[config.mk]
export PLATFORM = sky130hd
export DESIGN_NAME = wrp_power_ctrl
export DESIGN_NICKNAME = d
export VERILOG_FILES = /design/src/design/wrp_pkg.sv /design/src/design/wrp_bus_cond.sv /design/src/design/wrp_power_ctrl.sv /design/src/design/wrp_tap_decode.sv
export SDC_FILE = /design/constraint.sdc
export NUM_CORES = 1
export LEC_CHECK = 0
export BUFFER_PORTS_ARGS = -buffer_cell sky130_fd_sc_hd__buf_2
export CORE_MARGIN = 1.5
export CORE_UTILIZATION = 40
export DETAILED_ROUTE_END_ITERATION = 6
export GPL_ROUTABILITY_DRIVEN = 1
export HOLD_SLACK_MARGIN = 0.12
export PLACE_DENSITY = 0.74
export SLEW_MARGIN = 20
export SYNTH_ARGS = -nofsm -noshare
export SYNTH_HDL_FRONTEND = slang
export SYNTH_SLANG_ARGS = --single-unit
[constraint.sdc]
create_clock -name core_clk -period 2.51 [get_ports core_clk]
set_clock_uncertainty 0.15 [all_clocks]
set_input_delay 0.251 -clock core_clk [delete_from_list [all_inputs] [get_ports core_clk]]
set_output_delay 0.251 -clock core_clk [all_outputs]
set_load 0.01 [all_outputs]
[src/design/wrp_pkg.sv]
// constants and types shared by the wiper power control block
package wrp_pkg;

   // ***************************************************
   // wiper register
   // ***************************************************
   localparam int WIPER_W = 7;
   localparam int TAP_COUNT = 128;
   localparam logic [6:0] WIPER_DEFAULT = 7'h3f;
   localparam logic [6:0] ZERO_SCALE_CODE = 7'h00;
   localparam logic [6:0] FULL_SCALE_CODE = 7'h7f;

   // ***************************************************
   // serial framing
   // ***************************************************
   localparam logic [6:0] DEV_ADDR_DEFAULT = 7'h2e;
   localparam logic [7:0] CMD_WIPER_DEFAULT = 8'h00;
   localparam int BIT_CNT_W = 4;
   localparam logic [3:0] BYTE_DONE = 4'h8;
   localparam logic [3:0] BIT_CNT_RESET = 4'h0;

   // ***************************************************
   // serial state machine
   // ***************************************************
   typedef enum logic [8:0] {
      WRP_IDLE     = 9'h001,
      WRP_ADDR     = 9'h002,
      WRP_ADDR_ACK = 9'h004,
      WRP_CMD      = 9'h008,
      WRP_CMD_ACK  = 9'h010,
      WRP_DATA     = 9'h020,
      WRP_DATA_ACK = 9'h040,
      WRP_RD       = 9'h080,
      WRP_RD_ACK   = 9'h100
   } wrp_state_t;

endpackage

[src/design/wrp_bus_cond.sv]
// start, stop and clock edge detection on the two-wire bus
`timescale 1ns/100ps
module wrp_bus_cond (
   input wire logic core_clk,
   input wire logic sys_rst,
   input wire logic scl_in,
   input wire logic sda_in,
   output logic start_det,
   output logic stop_det,
   output logic scl_rise,
   output logic scl_fall
);
   import wrp_pkg::*;

   logic scl_q;
   logic sda_q;
   logic next_scl_q;
   logic next_sda_q;

   // ***************************************************
   // line history
   // ***************************************************
   always_comb begin
      next_scl_q = scl_in;
      next_sda_q = sda_in;
   end

   always_ff @(posedge core_clk) begin
      if (sys_rst) begin
         scl_q <= 1'b1;
         sda_q <= 1'b1;
      end else begin
         scl_q <= next_scl_q;
         sda_q <= next_sda_q;
      end
   end

   // ***************************************************
   // conditions
   // ***************************************************
   assign start_det = scl_q & scl_in & sda_q & ~sda_in;
   assign stop_det = scl_q & scl_in & ~sda_q & sda_in;
   assign scl_rise = ~scl_q & scl_in;
   assign scl_fall = scl_q & ~scl_in;
endmodule // wrp_bus_cond

[src/design/wrp_power_ctrl.sv]
// wiper register, power state and serial slave of the digital potentiometer
`timescale 1ns/100ps

// What this block does
// supply rising past trip point loads wiper with 3Fh and enables logic
// supply below trip point disables serial interface, bus ignored
// stop condition puts the device into static operation
// start condition makes the device serial-active
// code 0x00 selects the zero-scale end tap
// code 0x7F selects the full-scale end tap
// device is slave only and never drives the serial clock
// above trip point valid commands read and write the wiper
// write cut by brown-out may not finish; wiper may be corrupt
// between trip point and 1.8V wiper holds default, commands not guaranteed
// host system should stay in reset below minimum supply; this block only receives sys_rst and does not enforce it
// start is data falling while clock high
// stop is data rising while clock high, ending the transfer
// wiper is 7 bits; selected tap follows it when operational
// power-on load beats serial access; serial restarts idle
module wrp_power_ctrl #(
   parameter logic [6:0] DEV_ADDR = wrp_pkg::DEV_ADDR_DEFAULT,
   parameter logic [7:0] CMD_WIPER = wrp_pkg::CMD_WIPER_DEFAULT
) (
   input wire logic core_clk,
   input wire logic sys_rst,
   input wire logic supply_ok,
   input wire logic supply_in_range,
   input wire logic above_retention_level,
   input wire logic scl_in,
   input wire logic sda_in,
   output logic scl_out,
   output logic scl_oe,
   output logic sda_out,
   output logic sda_oe,
   output logic [wrp_pkg::WIPER_W-1:0] wiper_code,
   output logic wiper_valid,
   output logic [wrp_pkg::TAP_COUNT-1:0] tap_sel,
   output logic zero_scale_sel,
   output logic full_scale_sel,
   output logic serial_active
);
   import wrp_pkg::*;

   wrp_state_t state;
   wrp_state_t next_state;
   logic [BIT_CNT_W-1:0] bit_cnt;
   logic [BIT_CNT_W-1:0] next_bit_cnt;
   logic [7:0] shreg;
   logic [7:0] next_shreg;
   logic [WIPER_W-1:0] next_wiper_code;
   logic next_sda_oe;
   logic next_serial_active;
   logic next_wiper_valid;
   logic supply_prev;
   logic next_supply_prev;
   logic start_det;
   logic stop_det;
   logic scl_rise;
   logic scl_fall;
   logic byte_in;
   logic bus_live;

   // ***************************************************
   // bus conditions and tap decode
   // ***************************************************
   wrp_bus_cond u_cond (
      .core_clk(core_clk),
      .sys_rst(sys_rst),
      .scl_in(scl_in),
      .sda_in(sda_in),
      .start_det(start_det),
      .stop_det(stop_det),
      .scl_rise(scl_rise),
      .scl_fall(scl_fall)
   );

   wrp_tap_decode #(
      .CODE_W(WIPER_W),
      .TAPS(TAP_COUNT)
   ) u_tap (
      .wiper_code(wiper_code),
      .tap_sel(tap_sel),
      .zero_scale_sel(zero_scale_sel),
      .full_scale_sel(full_scale_sel)
   );

   // ***************************************************
   // open-drain pins
   // ***************************************************
   assign scl_out = 1'b0;
   assign scl_oe = 1'b0;
   assign sda_out = 1'b0;
   assign byte_in = scl_fall && (bit_cnt == BYTE_DONE);

   // ***************************************************
   // power state and serial slave, next values
   // ***************************************************
   always_comb begin
      next_state = state;
      next_bit_cnt = bit_cnt;
      next_shreg = shreg;
      next_wiper_code = wiper_code;
      next_sda_oe = sda_oe;
      next_serial_active = serial_active;
      next_wiper_valid = wiper_valid;
      next_supply_prev = supply_ok;
      if (!above_retention_level) begin
         next_wiper_valid = 1'b0;
      end
      if (!supply_ok) begin
         next_state = WRP_IDLE;
         next_sda_oe = 1'b0;
         next_serial_active = 1'b0;
         next_bit_cnt = BIT_CNT_RESET;
      end else if (!supply_prev || !supply_in_range) begin
         next_wiper_code = WIPER_DEFAULT;
         next_wiper_valid = 1'b1;
         next_state = WRP_IDLE;
         next_sda_oe = 1'b0;
         next_serial_active = 1'b0;
         next_bit_cnt = BIT_CNT_RESET;
      end else if (stop_det) begin
         next_serial_active = 1'b0;
         next_state = WRP_IDLE;
         next_sda_oe = 1'b0;
      end else if (start_det) begin
         next_serial_active = 1'b1;
         next_state = WRP_ADDR;
         next_sda_oe = 1'b0;
         next_bit_cnt = BIT_CNT_RESET;
      end else begin
         case (state)
            WRP_IDLE: begin
               next_sda_oe = 1'b0;
            end
            WRP_ADDR, WRP_CMD, WRP_DATA: begin
               if (scl_rise) begin
                  next_shreg = {shreg[6:0], sda_in};
                  next_bit_cnt = bit_cnt + 4'h1;
               end else if (byte_in) begin
                  next_bit_cnt = BIT_CNT_RESET;
                  next_sda_oe = 1'b1;
                  if (state == WRP_ADDR) begin
                     if (shreg[7:1] == DEV_ADDR) begin
                        next_state = WRP_ADDR_ACK;
                     end else begin
                        next_state = WRP_IDLE;
                        next_sda_oe = 1'b0;
                     end
                  end else if (state == WRP_CMD) begin
                     if (shreg == CMD_WIPER) begin
                        next_state = WRP_CMD_ACK;
                     end else begin
                        next_state = WRP_IDLE;
                        next_sda_oe = 1'b0;
                     end
                  end else begin
                     next_wiper_code = shreg[WIPER_W-1:0];
                     next_state = WRP_DATA_ACK;
                  end
               end
            end
            WRP_ADDR_ACK: begin
               if (scl_fall) begin
                  next_bit_cnt = BIT_CNT_RESET;
                  if (shreg[0]) begin
                     next_shreg = {1'b0, wiper_code};
                     next_sda_oe = 1'b1;
                     next_state = WRP_RD;
                  end else begin
                     next_sda_oe = 1'b0;
                     next_state = WRP_CMD;
                  end
               end
            end
            WRP_CMD_ACK, WRP_DATA_ACK: begin
               if (scl_fall) begin
                  next_sda_oe = 1'b0;
                  next_bit_cnt = BIT_CNT_RESET;
                  next_state = WRP_DATA;
               end
            end
            WRP_RD: begin
               if (scl_rise) begin
                  next_bit_cnt = bit_cnt + 4'h1;
               end else if (byte_in) begin
                  next_sda_oe = 1'b0;
                  next_state = WRP_RD_ACK;
               end else if (scl_fall) begin
                  next_shreg = {shreg[6:0], 1'b0};
                  next_sda_oe = ~shreg[6];
               end
            end
            WRP_RD_ACK: begin
               if (scl_rise) begin
                  next_shreg = {7'h00, sda_in};
               end else if (scl_fall) begin
                  next_bit_cnt = BIT_CNT_RESET;
                  if (shreg[0]) begin
                     next_state = WRP_IDLE;
                     next_sda_oe = 1'b0;
                  end else begin
                     next_shreg = {1'b0, wiper_code};
                     next_sda_oe = 1'b1;
                     next_state = WRP_RD;
                  end
               end
            end
            default: begin
               next_state = WRP_IDLE;
               next_sda_oe = 1'b0;
            end
         endcase
      end
   end

   // ***************************************************
   // registers
   // ***************************************************
   always_ff @(posedge core_clk) begin
      if (sys_rst) begin
         state <= WRP_IDLE;
         bit_cnt <= BIT_CNT_RESET;
         shreg <= 8'h00;
         wiper_code <= WIPER_DEFAULT;
         sda_oe <= 1'b0;
         serial_active <= 1'b0;
         wiper_valid <= 1'b0;
         supply_prev <= 1'b0;
      end else begin
         state <= next_state;
         bit_cnt <= next_bit_cnt;
         shreg <= next_shreg;
         wiper_code <= next_wiper_code;
         sda_oe <= next_sda_oe;
         serial_active <= next_serial_active;
         wiper_valid <= next_wiper_valid;
         supply_prev <= next_supply_prev;
      end
   end

   // ***************************************************
   // checks
   // ***************************************************
   assign bus_live = supply_ok && supply_prev && supply_in_range && !stop_det && !start_det;
endmodule // wrp_power_ctrl

[src/design/wrp_tap_decode.sv]
// wiper code to one-hot tap select of the resistor string
`timescale 1ns/100ps
module wrp_tap_decode #(
   parameter int CODE_W = wrp_pkg::WIPER_W,
   parameter int TAPS = wrp_pkg::TAP_COUNT
) (
   input wire logic [CODE_W-1:0] wiper_code,
   output logic [TAPS-1:0] tap_sel,
   output logic zero_scale_sel,
   output logic full_scale_sel
);
   import wrp_pkg::*;

   // ***************************************************
   // one tap per code
   // ***************************************************
   for (genvar i = 0; i < TAPS; i++) begin : g_tap
      assign tap_sel[i] = (wiper_code == CODE_W'(i));
   end

   assign zero_scale_sel = tap_sel[0];
   assign full_scale_sel = tap_sel[TAPS-1];

endmodule // wrp_tap_decode

==> summary.txt, run 1 <==
Setup path
  – Worst Path Arrival: 2490 ps
  – CP Capture Type: flip-flop
  – CP Class: reg -> reg
  – Crit Path Max Fanout: 6
  – CP startpoint kind: flip-flop
  – Crit-path cells: or3_2, or4_2, a21oi_4, a2111oi_4, buf_2, a211oi_1
  – CP max stage cell: or4_2
  – Critical Path RT: 2570 ps
  – Max incr delay on CP: 670 ps

Floorplanning
  – Initial Utilization: 41.0%
  – Chip Height: 89.0 um
  – Core area: 7210 um^2
  – IO Count: 150
  – Chip width: 89.0 um
  – Total die area: 7920 um^2
  – # rows: 31

Yosys
  – Register area share after synthesis: 23.0%
  – Syn Area/Cell: 6.46 um^2
  – Synth area leader: dfxtp_1
  – Cell Area, Synth: 2960 um^2
  – Post-Synthesis Cells: 458
  – Post-synth EDFFs: 0
  – Ys async rst share: 0%
  – Synth warnings: 0
  – Top cell type's share of synthesized area: 23.0%
  – Ranking of synthesized cells by area: dfxtp_1 (23%), nor2_1 (20%), a21oi_1 (3.7%)
  – Ys flop type: dfxtp_1
  – Yosys cell types: 61
  – Synth Register Bits: 34

Power
  – PD cells: 310 nW/um^2
  – Total leakage power: 1.81 nW
  – Max rail drop VDD: 0.000269 V
  – Total Power: 1.24 mW

Global route
  – Initial antenna violation count: 0
  – First-pass GRT wire length: 15000 um
  – Gr busiest metal: met2
  – Met1 usage: 34.6%
  – GRT met2 Usage: 36.6%
  – Largest net degree at the start of global routing: 21
  – Vias in the first global route: 3021
  – Met3 Resource Use GR: 3.42%
  – GRT overflow: 0
  – Global Route Usage Sum: 23.9%

Clocking
  – CTS tree: yes
  – H-tree Lvls: 2
  – Skew-Pair Late Insertion Delay: 290 ps
  – Clock Pin Slew Worst Setup and Hold Paths: 70 ps
  – Max Root-Sink Buffers: 2
  – Clk sinks: 34
  – Number of buffers created by CTS: 5
  – Root Buffer: clkbuf_8

Detailed routing
  – WL/cell: 15.1 um
  – DRT Wirelength: 10600 um
  – DR DRC count: 0
  – DR pass1 iterations: 5
  – Routed vias: 3941
  – First DRT Iteration DRCs: 362
  – Post-DRT Antenna Nets: 0
  – Via/cell ratio: 5.60

Place
  – Pre-CTS setup slack: 22.0 ps
  – Placed instance count: 691
  – Port buffer count: 146
  – Post-DP HPWL: 7890 um
  – Gp weighted congestion: 0.954

Timing
  – Final Hold Slack: 147 ps
  – Rel. slew slack: 49.8%
  – Fin crit period: 2430 ps
  – Setup violations, final: 0
  – Final period util: 96.9%
  – Fin worst setup slack: 77.0 ps
  – F_max: 411 MHz
  – Setup TNS: 0 ps
  – Final Hold Viols: 0
  – Worst-Margin Slew: 750 ps
  – Slew Viols, Final: 0

Run status
  – Outcome: finished clean

Layout
  – Final cell count without fillers: 704
  – Nets: 616
  – Layout cells sized above 1: 34.4%
  – Area growth syn-to-layout: 35.4%
  – ANT cells: 0

Min path
  – HP Class: in -> reg

Job
  – Max-Cap Viols: 0
==> flip-flops by register name, indices dropped and copies added (netlist names) <==
signal         flops
state              9
wiper_code         7
u_cond.sda_q       1
wiper_valid        1
u_cond.scl_q       1
sda_oe             1
shreg              8
bit_cnt            4
supply_prev        1
serial_active      1
==> power breakdown <==
part	total (mW)	switching [mW]	internal (mW)	leakage, nW
Combinational	0.0611	0.0381	0.0230	1.47
Sequential	0.546	0.00289	0.543	0.275
Clock	0.635	0.212	0.424	0.0714
Total	1.24	0.253	0.990	1.81
==> worst max-delay path, delay by kind of cell, from the launching register on <==
family          cells  cell delay [ps]
buf+inv             1              200
flops               1              340
compound gates      3              490
simple gates        2             1170
==> per-layer routing <==
metal  share of wire [%]  wire length (um)  up-vias
li1                    -                 -     1860
met1                  43              4610     1839
met2                  47              4970      211
met3                 7.4               784       31
met4                 2.3               248        0
met5                   0                 0        -
==> cells in the mapped netlist (3+ instances only) <==
cell,n
clkbuf_8,3
buf_6,3
a211oi_2,3
or3_2,3
or2_2,6
ha_1,5
xnor2_1,3
nand4_1,9
inv_1,9
nor3_1,9
nand2b_1,9
o21ai_0,18
nand3_1,20
nand2_1,25
nor2b_1,7
a21oi_1,22
dfxtp_1,34
clkbuf_1,25
buf_4,5
o22ai_1,6
a21o_1,3
a211oi_1,6
a22oi_1,7
a31oi_1,3
nor2_1,159
nand3b_1,7
xor2_1,4
==> cell families after synthesis <==
logic type / synth area share, %
AOI/OAI and AO/OA: 20.3
xor gates and xnor gates: 2.07
adders and majority gates: 2.12
buffers and inverters: 8.46
DFF: 23.0
other: 0.127
and+or+nand+nor: 43.9
==> layout make-up <==
| type | count | area (um^2) |
|---|---|---|
| fillers | 725 | 3210 |
| multi-input cells | 379 | 2070 |
| repair buffers | 175 | 957 |
| flip-flops and latches | 34 | 681 |
| well taps | 99 | 124 |
| clock buffers | 6 | 82.6 |
| clock inverters | 2 | 60.1 |
| inverters | 9 | 33.8 |
==> per-stage QoR <==
| stage | util, % | instance area (um^2) |
|---|---|---|
| after floorplan | - | 2980 |
| after global placement | 52.5 | 3790 |
| after detailed placement | 52.5 | 3790 |
| after CTS | 55.0 | 3970 |
| after global routing | 55.5 | 4010 |
| final | 55.5 | 4010 |
==> worst paths after layout <==
kind                               start                      end  slack (ps)  cells past startpoint
setup reg to reg   state[4]$_SDFFE_PP0P_    shreg[3]$_SDFFE_PP0P_          80                      6
hold reg to reg   wiper_valid$_SDFF_PP0_   wiper_valid$_SDFF_PP0_         310                      2
setup / recovery   state[4]$_SDFFE_PP0P_    shreg[3]$_SDFFE_PP0P_          80                      6
hold / removal                    sda_in  u_cond.sda_q$_SDFF_PP1_         150                      2
==> placed cells by master, fill, tap and decap left out, types with 3 or more instances in the layout <==
| cell type | synthesis | routed |
|---|---|---|
| o22ai_1 | 6 | 6 |
| nor2_1 | 159 | 159 |
| dfxtp_1 | 34 | 34 |
| nand4_1 | 9 | 9 |
| conb_1 | 1 | 3 |
| xor2_1 | 4 | 4 |
| nor2b_1 | 7 | 7 |
| buf_4 | 5 | 24 |
| inv_1 | 9 | 9 |
| nand3b_1 | 7 | 7 |
| nand2_1 | 25 | 25 |
| buf_2 | 1 | 147 |
| a211oi_1 | 6 | 6 |
| or2_2 | 6 | 6 |
| dlygate4sd3_1 | 0 | 3 |
| a22oi_1 | 7 | 7 |
| a31oi_1 | 3 | 3 |
| a211oi_2 | 3 | 3 |
| a21oi_1 | 22 | 21 |
| clkbuf_8 | 3 | 6 |
| o21ai_0 | 18 | 16 |
| nand3_1 | 20 | 20 |
| nand2b_1 | 9 | 9 |
| a21o_1 | 3 | 3 |
| ha_1 | 5 | 5 |
| nor3_1 | 9 | 9 |
| o21ai_1 | 1 | 3 |
| xnor2_1 | 3 | 3 |
| or3_2 | 3 | 3 |
==> what timing repair did <==
action,in CTS,in global routing
pin swaps,1,8
gates resized for setup,0,10
buffers inserted,1,0
gates cloned,0,1
hold endpoints to repair,3,0
endpoints found under the setup margin,1,26
hold buffers,3,0
Note: power is estimated with default switching activity, not from simulation.
==> inputs of run 2 (changes only) <==
Settings changed: ABC_AREA from default to 1, CAP_MARGIN from default to 40.
==> run 2 against run 1 <==
Via count is 5.9% higher; largest cell class unchanged; cell count is 17% higher; area after synthesis is 4.5% higher; largest power group is now registers.
==> summary.txt, run 2 <==
Detailed routing
  – WL/cell: 13.7 um (-8.9%)
  – First DRT Iteration DRCs: 345 (-4.7%)
  – Post-DRT Antenna Nets: 0 (unchanged)
  – Via/cell ratio: 5.08 (-9.2%)
  – DRT Wirelength: 11300 um (+6.2%)
  – DR pass1 iterations: 6 (+1)
  – DR DRC count: 0 (unchanged)
  – Routed vias: 4174 (+5.9%)

Power
  – PD cells: 305 nW/um^2 (-1.6%)
  – Total leakage power: 2.18 nW (+20%)
  – Max rail drop VDD: 0.000296 V (+10%)

Timing
  – Setup violations, final: 0 (unchanged)
  – Final Hold Slack: 310 ps (+164 ps)
  – F_max: 435 MHz (+5.9%)
  – Fin crit period: 2300 ps (-135 ps)
  – Setup TNS: 0 ps (unchanged)
  – RSZ-0062 raised after global routing: false
  – Worst-Margin Slew: 698 ps (-52.0 ps)
  – Final Hold Viols: 0 (unchanged)
  – Slew Viols, Final: 0 (unchanged)
  – Final period util: 91.6% (-5.4 points)
  – Rel. slew slack: 53.3% (+3.5 points)

Min path
  – Worst Hold Launch: wiper_valid$_SDFF_PP0_
  – Hold Crit Endpoint: wiper_valid$_SDFF_PP0_
  – Hold Crit Depth: 2 (unchanged)
  – HP Class: reg -> reg

Run status
  – Outcome: finished clean

Global route
  – Vias in the first global route: 3830 (+27%)
  – Initial antenna violation count: 0 (unchanged)
  – Global Route Usage Sum: 27.4% (+3.5 points)
  – GRT overflow: 0 (unchanged)
  – First-pass GRT wire length: 18700 um (+25%)
  – Largest net degree at the start of global routing: 17 (-19%)

Yosys
  – Ys flop type: dfxtp_1
  – Ranking of synthesized cells by area: nor2_1 (26%), dfxtp_1 (22%), nand2_1 (15%)
  – Ys async rst share: 0% (unchanged)
  – Register area share after synthesis: 22.0% (-0.99 points)
  – Top post-synthesis cells by count: nor2_1 (215), nand2_1 (120), inv_1 (52), nand3_1 (37), dfxtp_1 (34)
  – Mux cell area share after synthesis: 0% (unchanged)
  – Simple-gate share of the synthesized area: 58.5% (+15 points)
  – Synth area leader: nor2_1
  – Top cell type's share of synthesized area: 26.1% (+3.1 points)
  – Synth Area in XOR/XNOR: 0.567% (-1.5 points)
  – Cell Area, Synth: 3090 um^2 (+4.5%)
  – Post-Synthesis Cells: 577 (+26%)
  – Most frequent cell after synthesis: nor2_1
  – Yosys cell types: 30 (-51%)
  – Synth warnings: 0 (unchanged)
  – Synth Register Bits: 34 (unchanged)
  – Synth Area in Compound Gates: 6.36% (-14 points)
  – Post-synthesis adder-cell area fraction: 2.02% (-0.091 points)
  – Syn Area/Cell: 5.36 um^2 (-17%)
  – Main combinational cell family by area after synthesis: simple AND/OR/NAND/NOR gates
  – Post-synth EDFFs: 0 (unchanged)

Layout
  – Area growth syn-to-layout: 30.9%
  – Layout cells sized above 1: 25.6% (-8.8 points)
  – Most common cell after layout, fill and taps aside: nor2_1
  – Nets: 733 (+19%)
  – Final cell count without fillers: 821 (+17%)
  – Regs by FF count: state x9, shreg x8, wiper_code x7
  – ANT cells: 0 (unchanged)
  – Fillcell total: 771 (+6.3%)
  – Top reg by flops: state
  – Max FFs per register: 9 (unchanged)
  – Commonest cells after routing, fill and taps aside: nor2_1 (215), buf_2 (146), nand2_1 (120)

Place
  – Port buffer count: 146 (unchanged)
  – Post-DP HPWL: 8780 um (+11%)
  – Placed instance count: 808 (+17%)
  – Gp weighted congestion: 0.988 (+3.6%)

Floorplanning
  – # rows: 31 (unchanged)
  – Initial Utilization: 41.9% (+0.94 points)
  – Total die area: 8260 um^2 (+4.3%)
  – Chip width: 90.9 um (+2.1%)
  – Chip Height: 90.9 um (+2.1%)
  – Core area: 7370 um^2 (+2.2%)
  – IO Count: 150 (unchanged)

Setup path
  – Setup crit start: scl_in
  – CP Class: in -> reg
  – CP Capture Type: flip-flop
  – Origin of the critical flop-to-flop path: state[8]$_SDFFE_PP0P_
  – Critical Path RT: 2580 ps (about the same)
  – Worst-case reg-to-reg path depth: 11 (+5)
  – Reg-to-reg slack, setup: 300 ps (+220 ps)
  – Worst Path Arrival: 2370 ps (-120 ps)
  – CP startpoint kind: input port
  – Crit Path Max Fanout: 13 (+7)
  – Worst r2r dst: shreg[2]$_SDFFE_PP0P_

Clocking
  – H-tree Lvls: 2 (unchanged)
  – # Post-CTS Setup Buffers: 0 (-1)
  – Number of buffers created by CTS: 5 (unchanged)
  – Max Root-Sink Buffers: 2 (unchanged)
  – CTS tree: yes
  – Skew-Pair Late Insertion Delay: 300 ps (about the same)
  – Root Buffer: clkbuf_8
  – Clk sinks: 34 (unchanged)
  – Clock Pin Slew Worst Setup and Hold Paths: 70 ps (about the same)

Job
  – Max-Cap Viols: 0 (unchanged)
[run 2: layer usage]
layer  track usage [%]  routed length (um)
met1              32.8                4560
met2              47.4                5460
met3              5.22                 942
met4              12.2                 305
met5                 0                   0
[run 2: cells by family (layout without fill, tap and decap cells)]
logic type | Yosys count | after routing
xor gates and xnor gates | 2 | 2
AOI/OAI and AO/OA | 36 | 36
adders and majority gates | 5 | 5
and+or+nand+nor | 421 | 421
buffers and inverters | 78 | 221
other | 1 | 3
DFF | 34 | 34
[run 2: worst max-delay path by stage]
stage | end | slack [ps]
finish | wiper_code[5]$_SDFFE_PP1P_ | 210
global route | shreg[5]$_SDFFE_PP0P_ | 2
CTS | tap_sel[45] | 230
detailed placement | shreg[3]$_SDFFE_PP0P_ | 360
global placement | state[3]$_SDFFE_PP0P_ | 440
floorplan | tap_sel[0] | 770
[run 2: final cells by class]
| class | count | area (um^2) | area share [%] |
|---|---|---|---|
| Clock buffer | 8 | 110 | 2.72 |
| Inverter | 57 | 214 | 5.29 |
| Multi-Input combinational cell | 467 | 2100 | 51.9 |
| Sequential cell | 34 | 681 | 16.8 |
| Tap cell | 99 | 124 | 3.06 |
| Timing Repair Buffer | 156 | 818 | 20.2 |
[run 2: worst max-delay path, cell delays in order]
cell and delay, ps:
dlygate4sd3_1 530, buf_2 140, inv_1 70, ha_1 220, nand4_1 220, nor2_1 190
nand4_1 150, nand2_1 320, o21ai_0 170, o211ai_1 110
[run 2: through the flow]
step           area, um^2  setup WS, ps  utilization [%]  power (mW)
6_report             4050           212             54.9        1.24
5_1_grt              4050          2.31             54.9        1.29
4_1_cts              4040           234             54.8        1.24
3_5_place_dp         3880           361             52.7       0.751
3_3_place_gp         3880           437             52.7       0.747
2_1_floorplan        3100           771                -       0.695
[run 2: timing repair]
| item | 4_1_cts | 5_1_grt |
|---|---|---|
| resized for setup | 0 | 1 |
| hold buffers | 5 | 0 |
| endpoints found under the setup margin | 0 | 1 |
| endpoints found under the hold margin | 5 | 0 |
[run 2: where the power goes]
part           internal (mW)  switching (mW)
Clock                  0.277           0.210
Sequential             0.550          0.0116
Combinational         0.0533           0.134
Total                  0.880           0.355
